<file path="config.mk">
export PLATFORM = sky130hd
export DESIGN_NAME = occ_top
export DESIGN_NICKNAME = d
export VERILOG_FILES = /design/src/occ_lfsr.v /design/src/occ_top.v
export VERILOG_INCLUDE_DIRS = /design/src
export SDC_FILE = /design/constraint.sdc
export NUM_CORES = 1
export LEC_CHECK = 0
export BUFFER_PORTS_ARGS = -buffer_cell sky130_fd_sc_hd__buf_2
export CAP_MARGIN = 10
export CORE_ASPECT_RATIO = 1.2
export CORE_MARGIN = 10
export CORE_UTILIZATION = 55
export CTS_BUF_LIST = sky130_fd_sc_hd__clkbuf_4 sky130_fd_sc_hd__clkbuf_8
export CTS_CLUSTER_DIAMETER = 80
export DETAILED_ROUTE_END_ITERATION = 12
export GPL_ROUTABILITY_DRIVEN = 0
export PLACE_DENSITY = 0.82
export SLEW_MARGIN = 20
export SYNTH_ARGS = -nofsm -noshare
export SYNTH_HDL_FRONTEND = slang
export SYNTH_SLANG_ARGS = --single-unit
</file>
<file path="constraint.sdc">
create_clock -name pclk -period 3.35 [get_ports pclk]
set_input_delay 0.335 -clock pclk [delete_from_list [all_inputs] [get_ports pclk]]
set_output_delay 0.335 -clock pclk [all_outputs]
set_load 0.1 [all_outputs]
</file>
<file path="src/occ_map.vh">
`ifndef OCC_MAP_VH
`define OCC_MAP_VH
// Register indices (printed offsets are not all multiples of four)
`define OCC_IDX_SKEW        8'h1E
`define OCC_IDX_DRIVE       8'h1F
`define OCC_IDX_PAT_LOW     8'h20
`define OCC_IDX_PAT_MID     8'h21
`define OCC_IDX_PAT_HIGH    8'h22
`define OCC_IDX_FRAME_CTRL  8'h30
`define OCC_IDX_MODE_CTRL   8'h31
`define OCC_IDX_STATUS      8'h32
// Field positions
`define OCC_SKEW_LSB        4
`define OCC_DRV_REDUCED     7
`define OCC_DRV_CLKIN_EN    6
`define OCC_DRV_OB_EN       4
`define OCC_DRV_DOUBLE      3
`define OCC_SCR_LSB         6
`define OCC_FCTL_PIN_SEL    1
`define OCC_FCTL_CLKIN_EN   4
`define OCC_MODE_BYPASS     0
`define OCC_MODE_RES_LSB    1
// Reset values
`define OCC_RST_SKEW        8'h00
`define OCC_RST_DRIVE       8'h10
`define OCC_RST_PAT         8'h00
// Automatic frame patterns for bypass resolutions
`define OCC_PAT_AUTO_14     20'hFE000
`define OCC_PAT_AUTO_16     20'hFF000
`define OCC_PAT_AUTO_18     20'hFF800
// Timing: one skew step in picoseconds
`define OCC_SKEW_STEP_PS    50
`endif

</file>
<file path="src/occ_lfsr.v">
`timescale 1ns/1ps
// Output data scrambler with two selectable polynomials
module occ_lfsr #(
  parameter WIDTH = 8
) (
  input  wire             pclk,
  input  wire             presetn,
  input  wire             step,
  input  wire [1:0]       mode,
  input  wire [WIDTH-1:0] data_in,
  output reg  [WIDTH-1:0] data_out
);
  reg  [14:0]      state_reg;
  wire             fb_a;
  wire             fb_b;
  wire             fb;
  wire [WIDTH-1:0] mask;

  assign fb_a = state_reg[14] ^ state_reg[13];
  assign fb_b = state_reg[14] ^ state_reg[0];
  assign fb   = mode[1] ? fb_b : fb_a;
  // Mask bit g is state bit g mod 15 XORed with the feedback bit
  genvar g;
  generate
    for (g = 0; g < WIDTH; g = g + 1)
    begin : g_mask
      assign mask[g] = state_reg[g % 15] ^ fb;
    end
  endgenerate

  // Advance state on each data step; pass data when disabled
  always @(posedge pclk or negedge presetn)
  begin
    if (!presetn)
    begin
      state_reg <= 15'h7FFF;
      data_out  <= {WIDTH{1'b0}};
    end
    else if (step)
    begin
      state_reg <= {state_reg[13:0], fb};
      if (mode == 2'b01 || mode == 2'b10)
        data_out <= data_in ^ mask;
      else if (mode == 2'b11)
        data_out <= {data_in[WIDTH-1:1], ~data_in[0]}; // Fixed inversion of data bit 0
      else
        data_out <= data_in;
    end
  end
endmodule // occ_lfsr

</file>
<file path="src/occ_top.v">
// Chosen here: register access over APB.
`timescale 1ns/1ps
`include "occ_map.vh"
// Behaviour
// - Two-bit skew code selects none, 50 ps advance, 50 or 100 ps delay.
// - Reduced-drive bit lowers output buffer drive strength; clear restores normal.
// - Serial input clock buffer powers only when both enable bits are set.
// - Output clock buffer on while bit 4 set; resets to one.
// - Double-rate bit: data launched on rising edge only; partner doubles input clock.
// - Double-rate bit clear: data launched on both output clock edges.
// - Frame clock formed from 20-bit pattern over three byte registers, low first.
// - In bypass the frame pattern follows the resolution, ignoring the programmed value.
// - Top bits 7-6 select no scramble, polynomial one, polynomial two, or inversion of data bit 0.
// - Pin select drives frame clock on a data pin, else parallel data.
module occ_top #(
  parameter DATA_W = 8
) (
  input  wire              pclk,
  input  wire              presetn,
  input  wire              psel,
  input  wire              penable,
  input  wire              pwrite,
  input  wire [11:0]       paddr,
  input  wire [31:0]       pwdata,
  output reg  [31:0]       prdata,
  output wire              pready,
  output wire              pslverr,
  input  wire              serial_input_clock,
  input  wire [DATA_W-1:0] sample_data,
  input  wire              sample_valid,
  output wire [1:0]        output_clock_skew,
  output wire              reduced_drive_sel,
  output wire              serial_clock_in_buffer_on,
  output wire              output_clock_buffer_on,
  output reg               output_bit_clock,
  output reg               serial_data,
  output reg               frame_clock,
  output reg  [DATA_W-1:0] parallel_data,
  output reg               frame_pin_out
);
  reg  [7:0]        skew_reg;
  reg  [7:0]        drive_reg;
  reg  [7:0]        pat_low_reg;
  reg  [7:0]        pat_mid_reg;
  reg  [7:0]        pat_high_reg;
  reg  [7:0]        frame_ctrl_reg;
  reg  [7:0]        mode_ctrl_reg;
  reg               clk_s1_reg;
  reg               clk_s2_reg;
  reg               clk_s3_reg;
  reg  [4:0]        pat_idx_reg;
  reg  [DATA_W-1:0] shift_reg;
  reg  [19:0]       pat_sel;
  reg  [31:0]       rd_next;
  wire [9:0]        idx;
  wire              acc;
  wire              wr;
  wire              mapped;
  wire              in_rise;
  wire              in_fall;
  wire              double_rate;
  wire              launch;
  wire [19:0]       pat_prog;
  wire [1:0]        scr_mode;
  wire [DATA_W-1:0] proc_data;
  reg               valid_q_reg;

  // APB access: zero-wait, index is byte address divided by four
  assign idx     = paddr[11:2];
  assign acc     = psel & penable;
  assign wr      = acc & pwrite;
  assign pready  = 1'b1;
  assign mapped  = (idx == {2'b00, `OCC_IDX_SKEW}) || (idx == {2'b00, `OCC_IDX_DRIVE}) ||
                   (idx == {2'b00, `OCC_IDX_PAT_LOW}) || (idx == {2'b00, `OCC_IDX_PAT_MID}) ||
                   (idx == {2'b00, `OCC_IDX_PAT_HIGH}) ||
                   (idx == {2'b00, `OCC_IDX_FRAME_CTRL}) ||
                   (idx == {2'b00, `OCC_IDX_MODE_CTRL}) || (idx == {2'b00, `OCC_IDX_STATUS});
  assign pslverr = acc & ~mapped;

  // Register writes; fields hold until rewritten or reset
  always @(posedge pclk or negedge presetn)
  begin
    if (!presetn)
    begin
      skew_reg       <= `OCC_RST_SKEW;
      drive_reg      <= `OCC_RST_DRIVE; // Output clock buffer on at reset
      pat_low_reg    <= `OCC_RST_PAT;
      pat_mid_reg    <= `OCC_RST_PAT;
      pat_high_reg   <= `OCC_RST_PAT;
      frame_ctrl_reg <= 8'h00;
      mode_ctrl_reg  <= 8'h00;
    end
    else if (wr)
    begin
      if (idx == {2'b00, `OCC_IDX_SKEW})
        skew_reg <= pwdata[7:0];
      else if (idx == {2'b00, `OCC_IDX_DRIVE})
        drive_reg <= pwdata[7:0];
      else if (idx == {2'b00, `OCC_IDX_PAT_LOW})
        pat_low_reg <= pwdata[7:0];
      else if (idx == {2'b00, `OCC_IDX_PAT_MID})
        pat_mid_reg <= pwdata[7:0];
      else if (idx == {2'b00, `OCC_IDX_PAT_HIGH})
        pat_high_reg <= pwdata[7:0];
      else if (idx == {2'b00, `OCC_IDX_FRAME_CTRL})
        frame_ctrl_reg <= pwdata[7:0];
      else if (idx == {2'b00, `OCC_IDX_MODE_CTRL})
        mode_ctrl_reg <= pwdata[7:0];
    end
  end

  // Read mux, combinational from the current index
  always @*
  begin
    rd_next = 32'h00000000;
    if (idx == {2'b00, `OCC_IDX_SKEW})
      rd_next = {24'h000000, skew_reg};
    else if (idx == {2'b00, `OCC_IDX_DRIVE})
      rd_next = {24'h000000, drive_reg};
    else if (idx == {2'b00, `OCC_IDX_PAT_LOW})
      rd_next = {24'h000000, pat_low_reg};
    else if (idx == {2'b00, `OCC_IDX_PAT_MID})
      rd_next = {24'h000000, pat_mid_reg};
    else if (idx == {2'b00, `OCC_IDX_PAT_HIGH})
      rd_next = {24'h000000, pat_high_reg};
    else if (idx == {2'b00, `OCC_IDX_FRAME_CTRL})
      rd_next = {24'h000000, frame_ctrl_reg};
    else if (idx == {2'b00, `OCC_IDX_MODE_CTRL})
      rd_next = {24'h000000, mode_ctrl_reg};
    else if (idx == {2'b00, `OCC_IDX_STATUS})
      rd_next = {27'h0000000, pat_idx_reg};
  end

  // Read data comes straight from registers while in access phase
  always @*
  begin
    prdata = 32'h00000000;
    if (acc && !pwrite)
      prdata = rd_next;
  end

  // Static configuration outputs
  assign output_clock_skew         = skew_reg[`OCC_SKEW_LSB+1:`OCC_SKEW_LSB];
  assign reduced_drive_sel         = drive_reg[`OCC_DRV_REDUCED];
  assign serial_clock_in_buffer_on = drive_reg[`OCC_DRV_CLKIN_EN] &
                                     frame_ctrl_reg[`OCC_FCTL_CLKIN_EN];
  assign output_clock_buffer_on    = drive_reg[`OCC_DRV_OB_EN];
  assign double_rate               = drive_reg[`OCC_DRV_DOUBLE];
  assign pat_prog = {pat_high_reg[3:0], pat_mid_reg, pat_low_reg};
  assign scr_mode = pat_high_reg[`OCC_SCR_LSB+1:`OCC_SCR_LSB];

  // Frame pattern: automatic in bypass, programmed otherwise
  always @*
  begin
    pat_sel = pat_prog;
    if (mode_ctrl_reg[`OCC_MODE_BYPASS])
    begin
      case (mode_ctrl_reg[`OCC_MODE_RES_LSB+1:`OCC_MODE_RES_LSB])
        2'b00:   pat_sel = `OCC_PAT_AUTO_18;
        2'b01:   pat_sel = `OCC_PAT_AUTO_16;
        default: pat_sel = `OCC_PAT_AUTO_14;
      endcase
    end
  end

  // Two-stage synchroniser plus edge history for the input clock pin
  always @(posedge pclk or negedge presetn)
  begin
    if (!presetn)
    begin
      clk_s1_reg <= 1'b0;
      clk_s2_reg <= 1'b0;
      clk_s3_reg <= 1'b0;
    end
    else
    begin
      clk_s1_reg <= serial_input_clock;
      clk_s2_reg <= clk_s1_reg;
      clk_s3_reg <= clk_s2_reg;
    end
  end

  assign in_rise = clk_s2_reg & ~clk_s3_reg;
  assign in_fall = ~clk_s2_reg & clk_s3_reg;
  // Double rate: every input rise is a launch on the output rise only
  // Normal: each input edge launches, output toggles per edge
  assign launch  = serial_clock_in_buffer_on & (in_rise | (~double_rate & in_fall));

  // Scrambler or encoder on each new word
  occ_lfsr #(
    .WIDTH (DATA_W)
  ) u_lfsr (
    .pclk     (pclk),
    .presetn  (presetn),
    .step     (sample_valid),
    .mode     (scr_mode),
    .data_in  (sample_data),
    .data_out (proc_data)
  );

  // Serialiser, output clock and frame clock generation
  always @(posedge pclk or negedge presetn)
  begin
    if (!presetn)
    begin
      output_bit_clock <= 1'b0;
      serial_data      <= 1'b0;
      frame_clock      <= 1'b0;
      pat_idx_reg      <= 5'd0;
      shift_reg        <= {DATA_W{1'b0}};
    end
    else if (launch)
    begin
      if (double_rate)
        output_bit_clock <= 1'b1;           // Rising edge carries data
      else
        output_bit_clock <= ~output_bit_clock; // Both edges carry data
      serial_data <= shift_reg[DATA_W-1];
      if (pat_idx_reg == 5'd0)
        shift_reg <= proc_data;
      else
        shift_reg <= {shift_reg[DATA_W-2:0], 1'b0};
      frame_clock <= pat_sel[5'd19 - pat_idx_reg];
      if (pat_idx_reg == 5'd19)
        pat_idx_reg <= 5'd0;
      else
        pat_idx_reg <= pat_idx_reg + 5'd1;
    end
    else if (double_rate && in_fall)
      output_bit_clock <= 1'b0;
  end

  // Shared pin: frame clock or a parallel data bit
  // The processed word is ready one cycle after its valid pulse
  always @(posedge pclk or negedge presetn)
  begin
    if (!presetn)
    begin
      valid_q_reg   <= 1'b0;
      parallel_data <= {DATA_W{1'b0}};
      frame_pin_out <= 1'b0;
    end
    else
    begin
      valid_q_reg <= sample_valid;
      if (valid_q_reg)
        parallel_data <= proc_data;
      if (frame_ctrl_reg[`OCC_FCTL_PIN_SEL])
        frame_pin_out <= frame_clock;
      else
        frame_pin_out <= parallel_data[0];
    end
  end
endmodule // occ_top

</file>
==> metrics.cfg <==
[status]
status=completed

[place]
numPortBuffers=58
dpl.hpwl_um=10100
dpl.cell_count=689

[layout]
final_common_cell=dfrtp_1
largest_reg_flops=15
layout_common_cells=dfrtp_1 (92), mux2_2 (76), buf_2 (57)
fillers=829
instances_no_fill=705
multi_input_area_um2=2790
layout-drive-gt1-share_pct=33.5
regArea_um2=2720
n_antenna_cell=0
layout.nets=638
utilization_pct=62.1
syn_to_final_growth_pct=9.29

[floorplan]
die_y_um=132
die_area_um2=15000
initial_core_util_pct=56.9
core_um2=10100
die_w_um=113
rows=40
num_io_pins=110

[timing]
slew_violations=0
finalCritPeriodShare_pct=91.7
setup-tns-final_ns=0
hold_viol=0
rsz0062_at_grt=false
skew_ns=0.00711
fmaxAchievable_mhz=325
tightestPinTransition_ns=0.952
fin_crit_ns=3.07
setup-violations-final=0
slew_headroom_pct=36.0

[detailed_routing]
ant_nets=0
drc=0
wire_per_inst_um=19.3
wl_um=13600
firstDrtPassIters=4
vias=4219
vias_per_cell=5.98
drt_iter0_markers=266

[synthesis]
ys.warnings.count=0
syn_inst=526
ys.flop_type=dfrtp_1
netlist_area_um2=5750
syn-mean-instance-area_um2=10.9
synthArstFlopShare_pct=100
synth-seq-cells=108
synth_edf_count=0
synth_cell_types=58
ys_seq_area_share_pct=47.4

[clock_network]
clockBufferDepth=2
clkLatencyLatePin_ns=0.36
cts_setup_buffers=0
path_clk_slew_ns=0.10
cts_htree_levels=3
cts_sinks=108
cts_tree=built
cts_root_buf=clkbuf_8
numCtsBuffers=9
post_cts_resized=0
cts_hold_buffers=0

[power_and_ir_drop]
vdd_drop_max_v=0.000383
leakagePower_nw=2.88
power_density_nw_per_um2=408

[setup_path]
critPathArrivalTime_ns=2.74
reg2reg_slack_ns=1.07
crit_chain=inv_1 -> nand2_1 -> a32oi_1 -> o32a_1 -> o41ai_2 -> buf_2
critPathMaxStageDelay_ns=0.66
start_kind=flop
worst-path-buf-inv=2
crit_path_end_kind=output pin
cp_data_required_time_ns=3.01
cp_max_fo=13
crit_family=compound AO/OA/AOI/OAI gates
cpMaxStageDelayCell=dfrtp_1
critPathKind=flop to output pin

[global_route]
grt_first_pass_wirelength_um=22800
grt_max_degree=63
grt.overflow.total=0
use_met1_pct=21.5
grt_usage_pct=18.3
use_met3_pct=4.55
antenna_found_initial=0
grt.met2_usage_pct=30.9
grt_pass1_vias=4513
grt.busiest_layer=met2

[job]
maxCapViolations=0

[min_path]
hp-class=primary input to async pin

[where the power goes]
group | internal [mW] | total (mW) | switching [mW]
Clock | 0.353 | 0.786 | 0.433
Combinational | 0.0712 | 0.423 | 0.352
Sequential | 1.33 | 1.35 | 0.0214
[path summary, 6_finish.rpt]
path	cells past startpoint	end	start
worst max-delay path	6	prdata[2]	pat_idx_reg[2]
worst min-delay path	1	mode_ctrl_reg[7]	presetn
worst min register to register	0	clk_s2_reg	clk_s1_reg
worst max register to register	7	frame_clock	pat_idx_reg[2]
min in group pclk	1	clk_s1_reg	serial_input_clock
max in group asynchronous	2	shift_reg[6]	presetn
[through the flow]
step | hold slack, ns | power, mW | instance area, um^2 | setup WS [ns]
floorplan | 0.0394 | 1.72 | 5880 | 0.00502
global placement | 0.338 | 1.79 | 6090 | 0.574
detailed placement | 0.350 | 1.80 | 6090 | 0.567
CTS | 0.0570 | 2.58 | 6280 | 0.346
global route | 0.0618 | 2.66 | 6280 | 0.177
finish | 0.0316 | 2.56 | 6280 | 0.276
[cells by family (layout without fill, tap and decap cells)]
kind of cell,Yosys count,count (layout),share of synthesized area [%]
compound gates,93,93,10.8
xor+xnor,12,12,1.83
other cells,2,25,0.131
fa+ha+maj,5,5,1.09
mux,98,98,18.9
simple gates,143,143,13.5
flops,108,108,47.4
buf+inv,65,95,6.40
[worst reg2reg max path: stages, from the launching register on]
cell      delay (ns)
dfrtp_1         0.66
inv_1           0.25
ha_1            0.33
xnor2_1         0.27
nand2_1         0.10
a41oi_1         0.17
o311ai_0        0.21
a31oi_1         0.22
[routing by layer]
| layer | vias up | part of all wire [%] |
|---|---|---|
| met5 | - | 0 |
| met3 | 37 | 6.4 |
| met2 | 166 | 51 |
| li1 | 1923 | - |
| met4 | 0 | 2.8 |
| met1 | 2093 | 40 |
[synth_stat cells (all sizes together) (7+ instances only)]
master,instances,area share (%)
clkbuf,14,0.91
dfrtp,92,40
xnor2,12,1.8
nor3,9,1.5
a21oi,21,1.8
o21ai,26,2.3
buf,38,4.6
nand3,8,0.70
inv,13,0.85
nand2b,17,1.9
mux2,76,15
nor2,30,2.1
dfstp,16,7.3
a32oi,7,1.1
nand2,50,3.4
mux2i,21,3.7
[layout make-up]
| cell class | count | share of cell area [%] |
|---|---|---|
| Multi-Input combinational cell | 376 | 44.5 |
| Sequential cell | 108 | 43.3 |
| Timing Repair Buffer | 66 | 5.82 |
| Tap cell | 126 | 2.51 |
| Clock buffer | 10 | 2.09 |
| Clock inverter | 6 | 0.996 |
| Inverter | 13 | 0.777 |
Note: power is estimated with default switching activity, not from simulation.
